$ cat config.mk
export PLATFORM = sky130hd
export DESIGN_NAME = adc_presample_sequencer
export DESIGN_NICKNAME = d
export VERILOG_FILES = /design/src/presample_pkg.sv /design/src/phase_timer_if.sv /design/src/phase_timer.sv /design/src/adc_presample_sequencer.sv
export SDC_FILE = /design/constraint.sdc
export NUM_CORES = 1
export LEC_CHECK = 0
export BUFFER_PORTS_ARGS = -buffer_cell sky130_fd_sc_hd__buf_4
export CORE_ASPECT_RATIO = 1.4
export CORE_MARGIN = 2
export CORE_UTILIZATION = 50
export CTS_CLUSTER_DIAMETER = 30
export DETAILED_ROUTE_END_ITERATION = 16
export GPL_TIMING_DRIVEN = 0
export PLACE_DENSITY = 0.83
export REMOVE_ABC_BUFFERS = 1
export SLEW_MARGIN = 15
export SYNTH_ARGS = -nofsm -noshare
export SYNTH_HDL_FRONTEND = slang
export SYNTH_SLANG_ARGS = --single-unit
$ cat constraint.sdc
create_clock -name clk -period 4.5 [get_ports clk]
set_clock_uncertainty 0.05 [all_clocks]
set_input_delay 1.35 -clock clk [delete_from_list [all_inputs] [get_ports clk]]
set_output_delay 1.35 -clock clk [all_outputs]
set_load 0.03 [all_outputs]
$ cat src/presample_pkg.sv
package presample_pkg;
    localparam int unsigned NUM_CHANNELS   = 16;
    localparam int unsigned CH_W           = 4;
    localparam int unsigned PRESAMPLE_CYC  = 8;
    localparam int unsigned SAMPLE_CYC     = 16;
    localparam int unsigned CONVERT_CYC    = 12;
    localparam int unsigned CNT_W          = 8;
    localparam logic        REF_HIGH       = 1'b1;
    localparam logic        REF_LOW        = 1'b0;

    // analog switch selection driven onto the sampling capacitor
    typedef enum logic [1:0] {
        SRC_NONE = 2'h0,
        SRC_REF  = 2'h1,
        SRC_PAD  = 2'h3
    } sample_src_t;

    typedef enum logic [1:0] {
        ST_IDLE      = 2'h0,
        ST_PRESAMPLE = 2'h1,
        ST_SAMPLE    = 2'h3,
        ST_CONVERT   = 2'h2
    } seq_state_t;
endpackage

$ cat src/phase_timer_if.sv
`timescale 1ns/1ps
interface phase_timer_if;
    logic                              start;
    logic [presample_pkg::CNT_W-1:0]   length;
    logic                              done;
    modport ctrl  (output start, output length, input done);
    modport timer (input start, input length, output done);
endinterface

$ cat src/phase_timer.sv
`timescale 1ns/1ps
module phase_timer (
    input  wire logic clk,
    input  wire logic rst,
    phase_timer_if.timer tmr
);
    logic [presample_pkg::CNT_W-1:0] count;
    logic                            running;

    wire last_cycle = running && (count == 8'h01);

    assign tmr.done = last_cycle;

    always_ff @(posedge clk) begin
        if (rst) begin
            count   <= 8'h00;
            running <= 1'b0;
        end else if (tmr.start) begin
            count   <= tmr.length;
            running <= 1'b1;
        end else if (last_cycle) begin
            running <= 1'b0;
            count   <= 8'h00;
        end else if (running) begin
            count <= count - 8'h01;
        end
    end
endmodule // phase_timer

$ cat src/adc_presample_sequencer.sv
`timescale 1ns/1ps
// Summary of operation
// - with presampling on, presample first, then sample (unless bypassed) and convert
// - presampling connects the internal reference, never the pad
// - sampling connects the selected pad through the channel mux
// - conversion digitises whatever was sampled last
// - each channel has its own presample enable
// - reference select picks high reference or low reference
// - bypass 0 samples pad after presample; 1 skips pad, converts ref
// - without pad input enable, pad path stays open
module adc_presample_sequencer #(
    parameter int unsigned NUM_CH = presample_pkg::NUM_CHANNELS,
    parameter int unsigned CH_W   = presample_pkg::CH_W
) (
    input  wire logic              clk,
    input  wire logic              rst,
    input  wire logic              start,
    input  wire logic [CH_W-1:0]   channel,
    input  wire logic [NUM_CH-1:0] presample_channel_enable,
    input  wire logic              presample_reference_select,
    input  wire logic              presample_convert_bypass,
    input  wire logic [NUM_CH-1:0] pad_input_enable,
    input  wire logic              convert_done_in,
    output logic                   busy,
    output logic [1:0]             sample_source,
    output logic                   ref_level,
    output logic [CH_W-1:0]        mux_channel,
    output logic                   pad_connect,
    output logic                   convert_start,
    output logic                   sequence_done,
    output logic                   converted_reference
);
    phase_timer_if tif ();

    phase_timer u_timer (
        .clk (clk),
        .rst (rst),
        .tmr (tif)
    );

    presample_pkg::seq_state_t state;
    presample_pkg::seq_state_t next_state;

    logic [CH_W-1:0] cur_ch;
    logic            cur_pre_en;
    logic            cur_ref;
    logic            cur_bypass;
    // both flop stages of every pad enable synchroniser
    logic [NUM_CH-1:0] pad_en_meta;
    logic [NUM_CH-1:0] pad_en_sync;

    // one bit of a per-channel vector, picked by channel number
    function automatic logic channel_bit(
        input logic [NUM_CH-1:0] vec,
        input logic [CH_W-1:0]   idx
    );
        return vec[idx];
    endfunction

    // length of each timed phase, in clock cycles
    function automatic logic [presample_pkg::CNT_W-1:0] phase_cycles(
        input presample_pkg::seq_state_t phase
    );
        logic [presample_pkg::CNT_W-1:0] cycles;
        cycles = 8'h00;
        unique case (phase)
            presample_pkg::ST_PRESAMPLE: begin
                cycles = 8'(presample_pkg::PRESAMPLE_CYC);
            end
            presample_pkg::ST_SAMPLE: begin
                cycles = 8'(presample_pkg::SAMPLE_CYC);
            end
            presample_pkg::ST_CONVERT: begin
                cycles = 8'(presample_pkg::CONVERT_CYC);
            end
            presample_pkg::ST_IDLE: begin
                cycles = 8'h00;
            end
        endcase
        return cycles;
    endfunction

    wire go           = start && (state == presample_pkg::ST_IDLE);
    wire ch_pre_en = channel_bit(presample_channel_enable, channel);
    wire skip_sample  = cur_pre_en && cur_bypass;
    wire phase_done   = tif.done;

    // channel taken this cycle, otherwise the one in progress
    wire [CH_W-1:0] active_ch = go ? channel : cur_ch;
    // picked after synchronising, so a new channel shows no lag
    wire pad_en_sel   = channel_bit(pad_en_sync, active_ch);

    always_comb begin
        next_state = state;
        unique case (state)
            presample_pkg::ST_IDLE: begin
                if (go) begin
                    next_state = ch_pre_en ? presample_pkg::ST_PRESAMPLE
                                           : presample_pkg::ST_SAMPLE;
                end
            end
            presample_pkg::ST_PRESAMPLE: begin
                if (phase_done) begin
                    next_state = skip_sample ? presample_pkg::ST_CONVERT
                                             : presample_pkg::ST_SAMPLE;
                end
            end
            presample_pkg::ST_SAMPLE: begin
                if (phase_done) begin
                    next_state = presample_pkg::ST_CONVERT;
                end
            end
            presample_pkg::ST_CONVERT: begin
                if (phase_done || convert_done_in) begin
                    next_state = presample_pkg::ST_IDLE;
                end
            end
        endcase
    end

    // phase the sequencer moves into at the next edge
    wire next_is_idle = (next_state == presample_pkg::ST_IDLE);
    wire next_is_pre  = (next_state == presample_pkg::ST_PRESAMPLE);
    wire next_is_samp = (next_state == presample_pkg::ST_SAMPLE);
    wire next_is_conv = (next_state == presample_pkg::ST_CONVERT);

    // an early end leaves the timer running; the next start reloads it
    wire entering   = (next_state != state);
    wire enter_pre  = entering && next_is_pre;
    wire enter_samp = entering && next_is_samp;
    wire enter_conv = entering && next_is_conv;
    wire enter_idle = entering && next_is_idle;

    assign tif.start  = enter_pre || enter_samp || enter_conv;
    assign tif.length = phase_cycles(next_state);

    // source of the capacitor charge in each phase
    wire [1:0] next_source =
        next_is_pre  ? presample_pkg::SRC_REF :
        next_is_samp ? presample_pkg::SRC_PAD :
                       presample_pkg::SRC_NONE;

    wire next_pad_connect = next_is_samp && pad_en_sel;

    // two flops per pad before anything reads the enable
    for (genvar i = 0; i < NUM_CH; i++) begin : g_pad_sync
        always_ff @(posedge clk) begin
            if (rst) begin
                pad_en_meta[i] <= 1'b0;
                pad_en_sync[i] <= 1'b0;
            end else begin
                pad_en_meta[i] <= pad_input_enable[i];
                pad_en_sync[i] <= pad_en_meta[i];
            end
        end
    end

    always_ff @(posedge clk) begin
        if (rst) begin
            state <= presample_pkg::ST_IDLE;
        end else begin
            state <= next_state;
        end
    end

    // settings are frozen when a request is taken
    always_ff @(posedge clk) begin
        if (rst) begin
            cur_ch     <= '0;
            cur_pre_en <= 1'b0;
            cur_ref    <= presample_pkg::REF_LOW;
            cur_bypass <= 1'b0;
        end else if (go) begin
            cur_ch     <= channel;
            cur_pre_en <= ch_pre_en;
            cur_ref    <= presample_reference_select;
            cur_bypass <= presample_convert_bypass;
        end
    end

    wire next_busy     = !next_is_idle;
    wire next_ref      = go ? presample_reference_select : cur_ref;
    wire next_conv_ref = enter_conv ? (state == presample_pkg::ST_PRESAMPLE)
                                    : converted_reference;

    // phase indication towards the analog switches
    always_ff @(posedge clk) begin
        if (rst) begin
            busy          <= 1'b0;
            sample_source <= presample_pkg::SRC_NONE;
            pad_connect   <= 1'b0;
        end else begin
            busy          <= next_busy;
            sample_source <= next_source;
            pad_connect   <= next_pad_connect;
        end
    end

    // reference and channel of the sequence in progress
    always_ff @(posedge clk) begin
        if (rst) begin
            ref_level   <= presample_pkg::REF_LOW;
            mux_channel <= '0;
        end else begin
            ref_level   <= next_ref;
            mux_channel <= active_ch;
        end
    end

    // single-cycle pulses and the origin of the last conversion
    // converted_reference holds until the next conversion starts
    always_ff @(posedge clk) begin
        if (rst) begin
            convert_start       <= 1'b0;
            sequence_done       <= 1'b0;
            converted_reference <= 1'b0;
        end else begin
            convert_start       <= enter_conv;
            sequence_done       <= enter_idle;
            converted_reference <= next_conv_ref;
        end
    end
endmodule // adc_presample_sequencer

==> results of run 1 <==
[cell usage in the layout (no fill, tap or decap), types with 2 or more instances in the layout]
cell and count:
mux2i_1 22, o22ai_1 2, nand3_1 3, mux4_2 3, nor2_1 15, o21ai_0 3, dfxtp_1 56, ha_1 7
nor3_1 2, o21a_1 2, and2_1 2, mux2_2 2, bufinv_16 2, a211oi_1 4, nor3b_1 3, nand3b_1 2
nand2_1 6, xnor2_1 4, nor2b_1 34, buf_4 53, a21oi_1 8, a31o_2 2, o21ai_1 2, inv_1 8
clkbuf_8 5
[power by group through the flow]
stage,Clock (µW),Sequential [µW],Combinational [µW]
floorplan,0,589,163
CTS,373,570,261
finish,365,569,258
global route,393,575,287
global placement,0,578,253
detailed placement,0,581,259
[path summary, 6_finish.rpt]
| check | slack [ps] | cells past startpoint | startpoint | end |
|---|---|---|---|---|
| min reg2reg | 390 | 1 | pad_en_meta[4] | pad_en_sync[4] |
| max reg2reg | 840 | 12 | u_timer.running | u_timer.count[3] |
| max | 320 | 13 | channel[0] | u_timer.count[3] |
| min | 390 | 1 | pad_en_meta[4] | pad_en_sync[4] |
[critical path, stage by stage]
cell and delay [ps]:
buf_4 170, mux2i_1 120, mux4_2 500, a22oi_1 250
and2_1 260, inv_1 110, ha_1 230, or3_1 420
nand2_1 80, o21ai_1 80, or2_2 360, o22a_1 190
a211oi_1 220
[through the flow]
stage | instance area, µm² | power (µW) | std cells
2_1_floorplan | 2295 | 752.4 | 212
3_3_place_gp | 2770 | 831.1 | 327
3_5_place_dp | 2770 | 839.5 | 327
4_1_cts | 2899 | 1203 | 334
5_1_grt | 2899 | 1255 | 334
6_report | 2899 | 1192 | 334
[registers in the layout, summed over array words and instances (netlist names)]
name and cells:
cur_bypass 1, mux_channel 4, pad_en_meta 16, u_timer.running 1
converted_reference 1, sample_source 2, busy 1, state 1
pad_en_sync 16, ref_level 1, convert_start 1, cur_pre_en 1
u_timer.count 8, pad_connect 1, sequence_done 1
[routing by layer]
| layer | share of wire (%) | track usage [%] | routed length (µm) |
|---|---|---|---|
| met1 | 35 | 14.92 | 1476 |
| met2 | 60 | 32.29 | 2499 |
| met3 | 2.4 | 3.354 | 100 |
| met4 | 2.2 | 6.383 | 93 |
| met5 | 0 | 0 | 0 |
[cell families after synthesis]
| kind of cell | count (synthesis) | synth area share (%) |
|---|---|---|
| XOR/XNOR | 5 | 1.854 |
| adder cells (fa/ha/maj) | 7 | 3.707 |
| flip-flops | 56 | 47.46 |
| multiplexers | 28 | 13.72 |
| buffers and inverters | 22 | 4.131 |
| AO/OA/AOI/OAI | 32 | 9.375 |
| AND/OR/NAND/NOR | 76 | 19.76 |
[final cells by class]
type | instances | area, µm² | area share [%]
inverters | 8 | 30.03 | 1.036
clock buffers | 5 | 68.82 | 2.374
multi-input cells | 148 | 1144 | 39.45
repair buffers | 53 | 397.9 | 13.72
clock inverters | 2 | 60.06 | 2.072
well taps | 62 | 77.57 | 2.676
flip-flops and latches | 56 | 1121 | 38.67
==> metrics.csv, run 1 <==
stage,metric,value,unit
pwr,p_leak,0.001266,µW
cts,cts_inserted_buffers,5,
yosys,synth_most_common_cell,dfxtp_1,
global_routing,grt_first_pass_wirelength,6.596,mm
global_routing,grt_usage,16.40,%
layout,num-fill-cells,377,
yosys,synth.top_cells.by_count,"dfxtp_1, nor2b_1, mux2i_1, nor2_1",
sta,worst-slew-pin-transition,633.9,ps
sta,finalCritPeriodShare,92.81,%
sta,period_needed,4176,ps
flow_run,cap_violations,0,
die,die_h,85.33,µm
yosys,synth_area_leaders,"dfxtp_1, mux2i_1, nor2b_1",
cts,cts_buffer_depth,2,
yosys,yosys.area.top_type,dfxtp_1,
global_routing,antenna_found_initial,0,
route,drt_drc_violations_left,0,
global_routing,grt_max_degree,54,
die,num_rows,29,
route,antenna_left,0,
cts,cts_sinks,56,
global_routing,grt_pass1_vias,1624,
die,initial_core_util,52.08,%
cts,hold_buffers,0,
critical_path,worstPathMaxFanout,9,
cts,cts_tree,built,
sta,setup_viol,0,
route,dr_total_vias,1683,
route,first_iter_violations,81,
pwr,p_per_area,411.2,mW/mm²
yosys,synth_edf_count,0,
die,core_area,0.004536,mm²
yosys,synth_top_flop_cell,dfxtp_1,
layout,antenna_cells,0,
yosys,async_flop_share,0,%
global_routing,grt_overflow,0,
cts,path_clk_slew,90,ps
sta,fin_tns_setup,0,ps
pwr,pwr-share-clk,30.6,%
route,wirelength,4.169,mm
yosys,ys_seq_elements,56,
sta,rsz0062_at_grt,no,
sta,hold_viol_final,0,
critical_path,critical_path_class,in2reg,
layout,syn_to_final_growth,22.72,%
yosys,syn_avg_cell_area,10.45,µm²
sta,fmax,0.2394,GHz
pwr,vdd_drop_max,0.0002984,V
pwr,power_frac_comb,21.6,%
cts,postCtsSetupBuffers,0,
yosys,synth_cell_types,45,
yosys,seq_area_frac_synth,47.46,%
layout,drive_gt1_share,27.57,%
cts,htree_levels,2,
place,place_ws,13.95,ps
hold_path,hold_path_class,reg2reg,
outcome,status,"complete, no violations",
sta,whs,390.2,ps
yosys,netlist_area,0.002362,mm²
critical_path,crit_arrival,4340,ps
layout,nets,321,
critical_path,required,4660,ps
pwr,p_sw_share,25.96,%
cts,post_cts_resize_count,0,
sta,slew_headroom,56.53,%
critical_path,startpoint_type,input port,
yosys,yosysWarnings,0,
die,die_x,62.09,µm
place,port_buffers,53,
place,dp_hpwl,3.162,mm
sta,setup_ws,323.7,ps
cts,cts_root_buffer,clkbuf_8,
sta,final_max_slew_viol_count,0,
pwr,intPower,882.6,µW
route,wl_per_cell,12.48,µm
die,pin_count,54,
critical_path,critPathCaptureType,register,
die,die_area,0.005298,mm²
yosys,synth_top_area_share,47.46,%
place,gp_congestion,0.8299,
route,drtPass1Iterations,4,
layout,final_core_util,63.92,%
yosys,synthCells,226,
pwr,power_frac_seq,47.8,%
pwr,p_switching,309.5,µW
route,viasPerCell,5.039,
cts,insertion_delay,300,ps
Note: power is estimated with default switching activity, not from simulation.
==> run 2, diff against run 1 <==
- ABC_AREA: default -> 1
- CORE_UTILIZATION: 50 -> 35
- MAX_ROUTING_LAYER: default -> met4
- PLACE_DENSITY: 0.83 -> 0.63
==> run 2 against run 1 <==
Effect of this change:
- synthesized cell count is 56% higher
- die area is 48% higher
- clock power is 12% lower
- synthesized area is 5.6% higher
- critical endpoint is now u_timer.running
- wire length is 15% higher
- cell count is 49% higher
==> metrics.csv, run 2 <==
stage,metric,value,unit
pwr,p_sw_share,35.47,%
critical_path,worst-path-buf-inv,5,
yosys,synth_top_area_share,44.93,%
cts,cts_inserted_buffers,5,
die,pin_count,54,
die,core_area,0.006937,mm²
sta,slew_headroom,57.22,%
sta,setup_viol,0,
route,dr_total_vias,2209,
critical_path,worst_r2r_startpoint,u_timer.count[1],
cts,postCtsSetupBuffers,0,
cts,post_cts_resize_count,0,
global_routing,grt_pass1_vias,2075,
die,die_x,75.36,µm
layout,largest_registers,"pad_en_meta (16), pad_en_sync (16), u_timer.count (8)",
yosys,synth_area_leaders,"dfxtp_1, nand2_1, inv_1",
cts,cts_tree,built,
flow_run,cap_violations,0,
layout,final_common_cell,nand2_1,
yosys,synth.top_cells.by_count,"nand2_1, inv_1, dfxtp_1, nor2_1, nand3_1",
die,initial_core_util,35.97,%
critical_path,crit_top_cell,nand2_1,
pwr,p_switching,494.5,µW
global_routing,grt_max_degree,47,
pwr,pwr-share-clk,23.0,%
layout,syn_to_final_growth,23.12,%
place,place_ws,736.6,ps
critical_path,reg2reg_depth,14,
cts,cts_root_buffer,clkbuf_8,
sta,worst-slew-pin-transition,634.9,ps
place,port_buffers,53,
yosys,netlist_area,0.002495,mm²
pwr,vdd_drop_max,0.0002287,V
route,wirelength,4.790,mm
place,postPlaceCellArea,0.002960,mm²
place,gp_congestion,0.8369,
critical_path,cpLargestDelayFamily,simple AND/OR/NAND/NOR gates,
hold_path,min_to,pad_en_sync[7],
hold_path,hold_path_class,reg2reg,
global_routing,antenna_found_initial,0,
yosys,synth_cell_types,33,
yosys,synth_most_common_cell,nand2_1,
die,die_area,0.007829,mm²
sta,final_max_slew_viol_count,0,
yosys,yosysWarnings,0,
layout,stdcell_count,499,
die,die_h,103.9,µm
place,numPlacedInstances,491,
pwr,power_frac_comb,34.2,%
critical_path,rrSetupSlack,1630,ps
critical_path,crit_start,channel[0],
sta,fin_tns_setup,0,ps
outcome,status,"complete, no violations",
route,antenna_left,0,
critical_path,critPathCaptureType,register,
cts,insertion_delay,300,ps
critical_path,path_cells,"buf_4, inv_4, nand2_1, nand2_1, nand2_1, nand3_1, nand2_1, nand2_1, nand3_1, nand2_1, inv_1, nand2_1, inv_1, ha_1, or3_1, nand2_4, nand2_1, o21ai_0, nand2_1, inv_1",
die,num_rows,36,
route,drt_drc_violations_left,0,
layout,fin_area,0.003072,mm²
sta,setup_ws,1051,ps
yosys,seq_area_frac_synth,44.93,%
cts,htree_levels,2,
pwr,p_per_area,453.9,mW/mm²
layout,final_cell_mix,"nand2_1, inv_1, dfxtp_1",
yosys,syn_avg_cell_area,7.068,µm²
sta,fmax,0.2899,GHz
pwr,p_leak,0.001588,µW
layout,num-fill-cells,767,
cts,path_clk_slew,100,ps
route,drtPass1Iterations,4,
cts,hold_buffers,0,
critical_path,startpoint_type,input port,
pwr,intPower,899.7,µW
route,first_iter_violations,62,
yosys,ys_seq_elements,56,
global_routing,grt_usage,13.63,%
yosys,async_flop_share,0,%
sta,whs,349.3,ps
global_routing,grt_first_pass_wirelength,8.418,mm
global_routing,grt_overflow,0,
pwr,power_frac_seq,42.8,%
critical_path,worstPathMaxFanout,12,
yosys,synthCells,353,
critical_path,critical_path_class,in2reg,
sta,rsz0062_at_grt,no,
cts,cts_sinks,56,
yosys,yosys.area.top_type,dfxtp_1,
place,dp_hpwl,3.709,mm
sta,finalCritPeriodShare,76.65,%
critical_path,crit_slowest_cell,or3_1,
critical_path,max_stage_delay,450,ps
route,wl_per_cell,9.599,µm
sta,period_needed,3449,ps
route,viasPerCell,4.427,
critical_path,r2r-end,u_timer.running,
sta,hold_viol_final,0,
critical_path,crit_arrival,3650,ps
hold_path,worstHoldStart,pad_en_meta[7],
yosys,synth_edf_count,0,
layout,antenna_cells,0,
critical_path,required,4700,ps
layout,drive_gt1_share,18.81,%
yosys,synth_top_flop_cell,dfxtp_1,
hold_path,whs_path_depth,2,
cts,cts_buffer_depth,2,
layout,nets,452,
-- run 2: metrics by stage --
stage                     total power, µW  utilization, %
after CTS                            1409           44.28
after floorplan                     951.8               -
final                                1394           44.28
after detailed placement             1088           42.68
after global routing                 1512           44.28
after global placement               1076           42.68
-- run 2: kinds of logic (layout without fill, tap and decap cells) --
group / Yosys count / in the layout / synth area share, %
AND/OR/NAND/NOR: 187 / 187 / 33.50
flip-flops: 56 / 56 / 44.93
AO/OA/AOI/OAI: 21 / 21 / 5.066
adder cells (fa/ha/maj): 7 / 7 / 3.510
buffers and inverters: 82 / 133 / 12.99
-- run 2: worst max path at each step --
stage                       endpoint  cells past startpoint
floorplan            u_timer.running                     17
global placement     u_timer.running                     20
detailed placement  u_timer.count[6]                     18
CTS                 u_timer.count[6]                     18
global route         u_timer.running                     20
finish               u_timer.running                     20
-- run 2: power groups by stage --
stage / logic (µW) / clock network [µW] / registers (µW)
floorplan: 325 / 0 / 627
global placement: 469 / 0 / 607
detailed placement: 480 / 0 / 608
CTS: 481 / 332 / 596
global route: 553 / 354 / 604
finish: 476 / 321 / 597
-- run 2: worst reg2reg max path: stages (launching register included) --
cell and delay [ps]:
dfxtp_1 340, inv_1 80, ha_1 140, nand2_1 80, nor3_2 140, nand3_2 260, a21oi_2 370, inv_1 110
ha_1 240, or3_1 430, nand2_4 160, nand2_1 130, o21ai_0 170, nand2_1 70, inv_1 50
-- run 2: final cells by class --
| type | instances | area [µm²] | share of cell area (%) |
|---|---|---|---|
| Timing Repair Buffer | 53 | 397.9 | 12.95 |
| Clock buffer | 6 | 72.57 | 2.363 |
| Clock inverter | 2 | 38.79 | 1.263 |
| Multi-Input combinational cell | 215 | 1050 | 34.18 |
| Sequential cell | 56 | 1121 | 36.50 |
| Inverter | 72 | 272.8 | 8.880 |
| Tap cell | 95 | 118.9 | 3.870 |
-- run 2: per-layer routing --
layer / share of wire, % / track usage, %
met5: 0 / -
met4: 1.3 / 3.509
met3: 4.4 / 3.585
met2: 55 / 23.91
met1: 39 / 14.76
==> run 3, diff against run 2 <==
- PLACE_DENSITY: 0.63 -> 0.65
- clock period: 4.5 -> 3 ns (I/O delays scaled with it)
==> run 3 against run 2 <==
Effect of this change:
- wire length grew 1.3%
- critical path depth is the same
- clock power grew 28%
- clock-buffer cell count shrank 1
- worst setup slack lost 860 ps
- core utilization grew 0.054 points
- worst hold slack gained 4.9 ps
- non-clock buffer count is the same
- highest routed layer unchanged
==> metrics.csv, run 3 (synthesis gave the netlist of run 2 again) <==
stage,metric,value,unit
outcome,status,"complete, no violations",
die,die_h,103.9,µm
pwr,p_per_area,668.6,mW/mm²
sta,fmax,0.3563,GHz
sta,period_needed,2807,ps
pwr,intPower,1282,µW
global_routing,grt_max_degree,47,
critical_path,required,3210,ps
route,first_iter_violations,53,
cts,insertion_delay,310,ps
place,gp_congestion,0.9261,
hold_path,hold_path_class,reg2reg,
cts,cts_inserted_buffers,5,
die,die_x,75.36,µm
critical_path,max_stage_delay,430,ps
critical_path,worstPathMaxFanout,12,
die,num_rows,36,
route,wirelength,4.853,mm
die,pin_count,54,
critical_path,startpoint_type,input port,
flow_run,cap_violations,0,
critical_path,crit_slowest_cell,or3_4,
route,dr_total_vias,2184,
cts,cts_sinks,56,
layout,syn_to_final_growth,23.27,%
place,dp_hpwl,3.680,mm
layout,multi_input_area,0.001074,mm²
pwr,vdd_drop_max,0.0003196,V
cts,cts_root_buffer,clkbuf_8,
route,wl_per_cell,9.725,µm
pwr,power_frac_comb,36.4,%
die,die_area,0.007829,mm²
pwr,p_switching,774.0,µW
cts,cts_buffer_depth,2,
layout,drive_gt1_share,20.05,%
sta,slew_headroom,58.34,%
layout,largest_registers,"pad_en_meta (16), pad_en_sync (16), u_timer.count (8)",
die,initial_core_util,35.97,%
hold_path,whs_path_depth,2,
sta,rsz0062_at_grt,no,
pwr,pwr-share-clk,20.0,%
global_routing,grt_pass1_vias,2027,
critical_path,crit_top_cell,nand2_1,
cts,hold_buffers,0,
pwr,p_leak,0.001581,µW
sta,final_max_slew_viol_count,0,
global_routing,antenna_found_initial,0,
sta,fin_tns_setup,0,ps
critical_path,path_cells,"buf_4, inv_4, nand2_1, nand2_1, nand2_1, nand3_1, nand2_1, nand2_1, nand3_1, nand2_1, inv_1, nand2_2, inv_1, ha_1, or3_4, nand2_8, nand2_2, o21ai_1, nand2_1, inv_1",
critical_path,critPathCaptureType,register,
place,port_buffers,53,
cts,path_clk_slew,100,ps
sta,setup_viol,0,
cts,htree_levels,2,
place,postPlaceCellArea,0.002960,mm²
pwr,power_frac_seq,43.6,%
sta,worst-slew-pin-transition,618.4,ps
route,drtPass1Iterations,6,
global_routing,grt_overflow,0,
die,core_area,0.006937,mm²
layout,nets,452,
critical_path,crit_arrival,3020,ps
route,drt_drc_violations_left,0,
global_routing,grt_first_pass_wirelength,8.273,mm
sta,finalCritPeriodShare,93.56,%
cts,postCtsSetupBuffers,0,
critical_path,critical_path_class,in2reg,
layout,num-fill-cells,733,
pwr,p_sw_share,37.64,%
cts,cts_tree,built,
route,antenna_left,0,
critical_path,reg2reg_depth,14,
sta,hold_viol_final,0,
global_routing,grt_usage,13.74,%
layout,final_cell_mix,"nand2_1, inv_1, dfxtp_1",
layout,final-seq-area,0.001121,mm²
layout,antenna_cells,0,
layout,fin_area,0.003075,mm²
route,viasPerCell,4.377,
-- run 3: through the flow --
step | total power, µW | hold slack, ps | instances | utilization (%) | setup WS, ps
after global placement | 1612 | 341.5 | 491 | 42.68 | -241.5
after floorplan | 1428 | 338.3 | 343 | - | 195.9
after detailed placement | 1628 | 343.6 | 491 | 42.68 | -286.6
final | 2056 | 354.2 | 499 | 44.34 | 193.3
after global routing | 2222 | 373.6 | 499 | 44.34 | 19.40
after CTS | 2044 | 356.8 | 499 | 43.99 | 23.38
-- run 3: area by class of cell --
cell class                 instances  share of cell area [%]
multi-input combinational        215                   34.91
clock inverter                     3                  0.7323
inverter                          72                   8.869
tap                               95                   3.865
timing repair buffer              53                   12.94
clock buffer                       5                   2.238
sequential                        56                   36.45
-- run 3: power groups by stage --
stage / registers (µW) / clock network, µW / logic [µW]
finish: 896 / 412 / 748
global route: 907 / 460 / 856
CTS: 896 / 428 / 720
detailed placement: 914 / 0 / 715
global placement: 911 / 0 / 700
floorplan: 940 / 0 / 487
-- run 3: metal layers --
| layer | vias up | track usage [%] | part of all wire (%) |
|---|---|---|---|
| li1 | 1178 | - | - |
| met1 | 959 | 14.19 | 41 |
| met2 | 39 | 24.29 | 54 |
| met3 | 8 | 3.488 | 3.6 |
| met4 | 0 | 4.762 | 1.7 |
| met5 | - | - | 0 |
-- run 3: worst paths after layout --
check | start | slack [ps] | to
worst max-delay path | channel[0] | 190 | u_timer.running
worst min register to register | pad_en_meta[0] | 350 | pad_en_sync[0]
worst min-delay path | pad_en_meta[0] | 350 | pad_en_sync[0]
worst max register to register | u_timer.count[1] | 250 | u_timer.running
-- run 3: worst max-delay path, delay by kind of cell --
kind	cells	cell delay, ps
and+or+nand+nor	13	1340
buffers and inverters	5	440
adders and majority gates	1	210
AOI/OAI and AO/OA	1	130
-- run 3: what timing repair did --
item,4_1_cts,5_1_grt
endpoints found under the setup margin,0,9
resized for setup,0,6
hold endpoints to repair,0,0
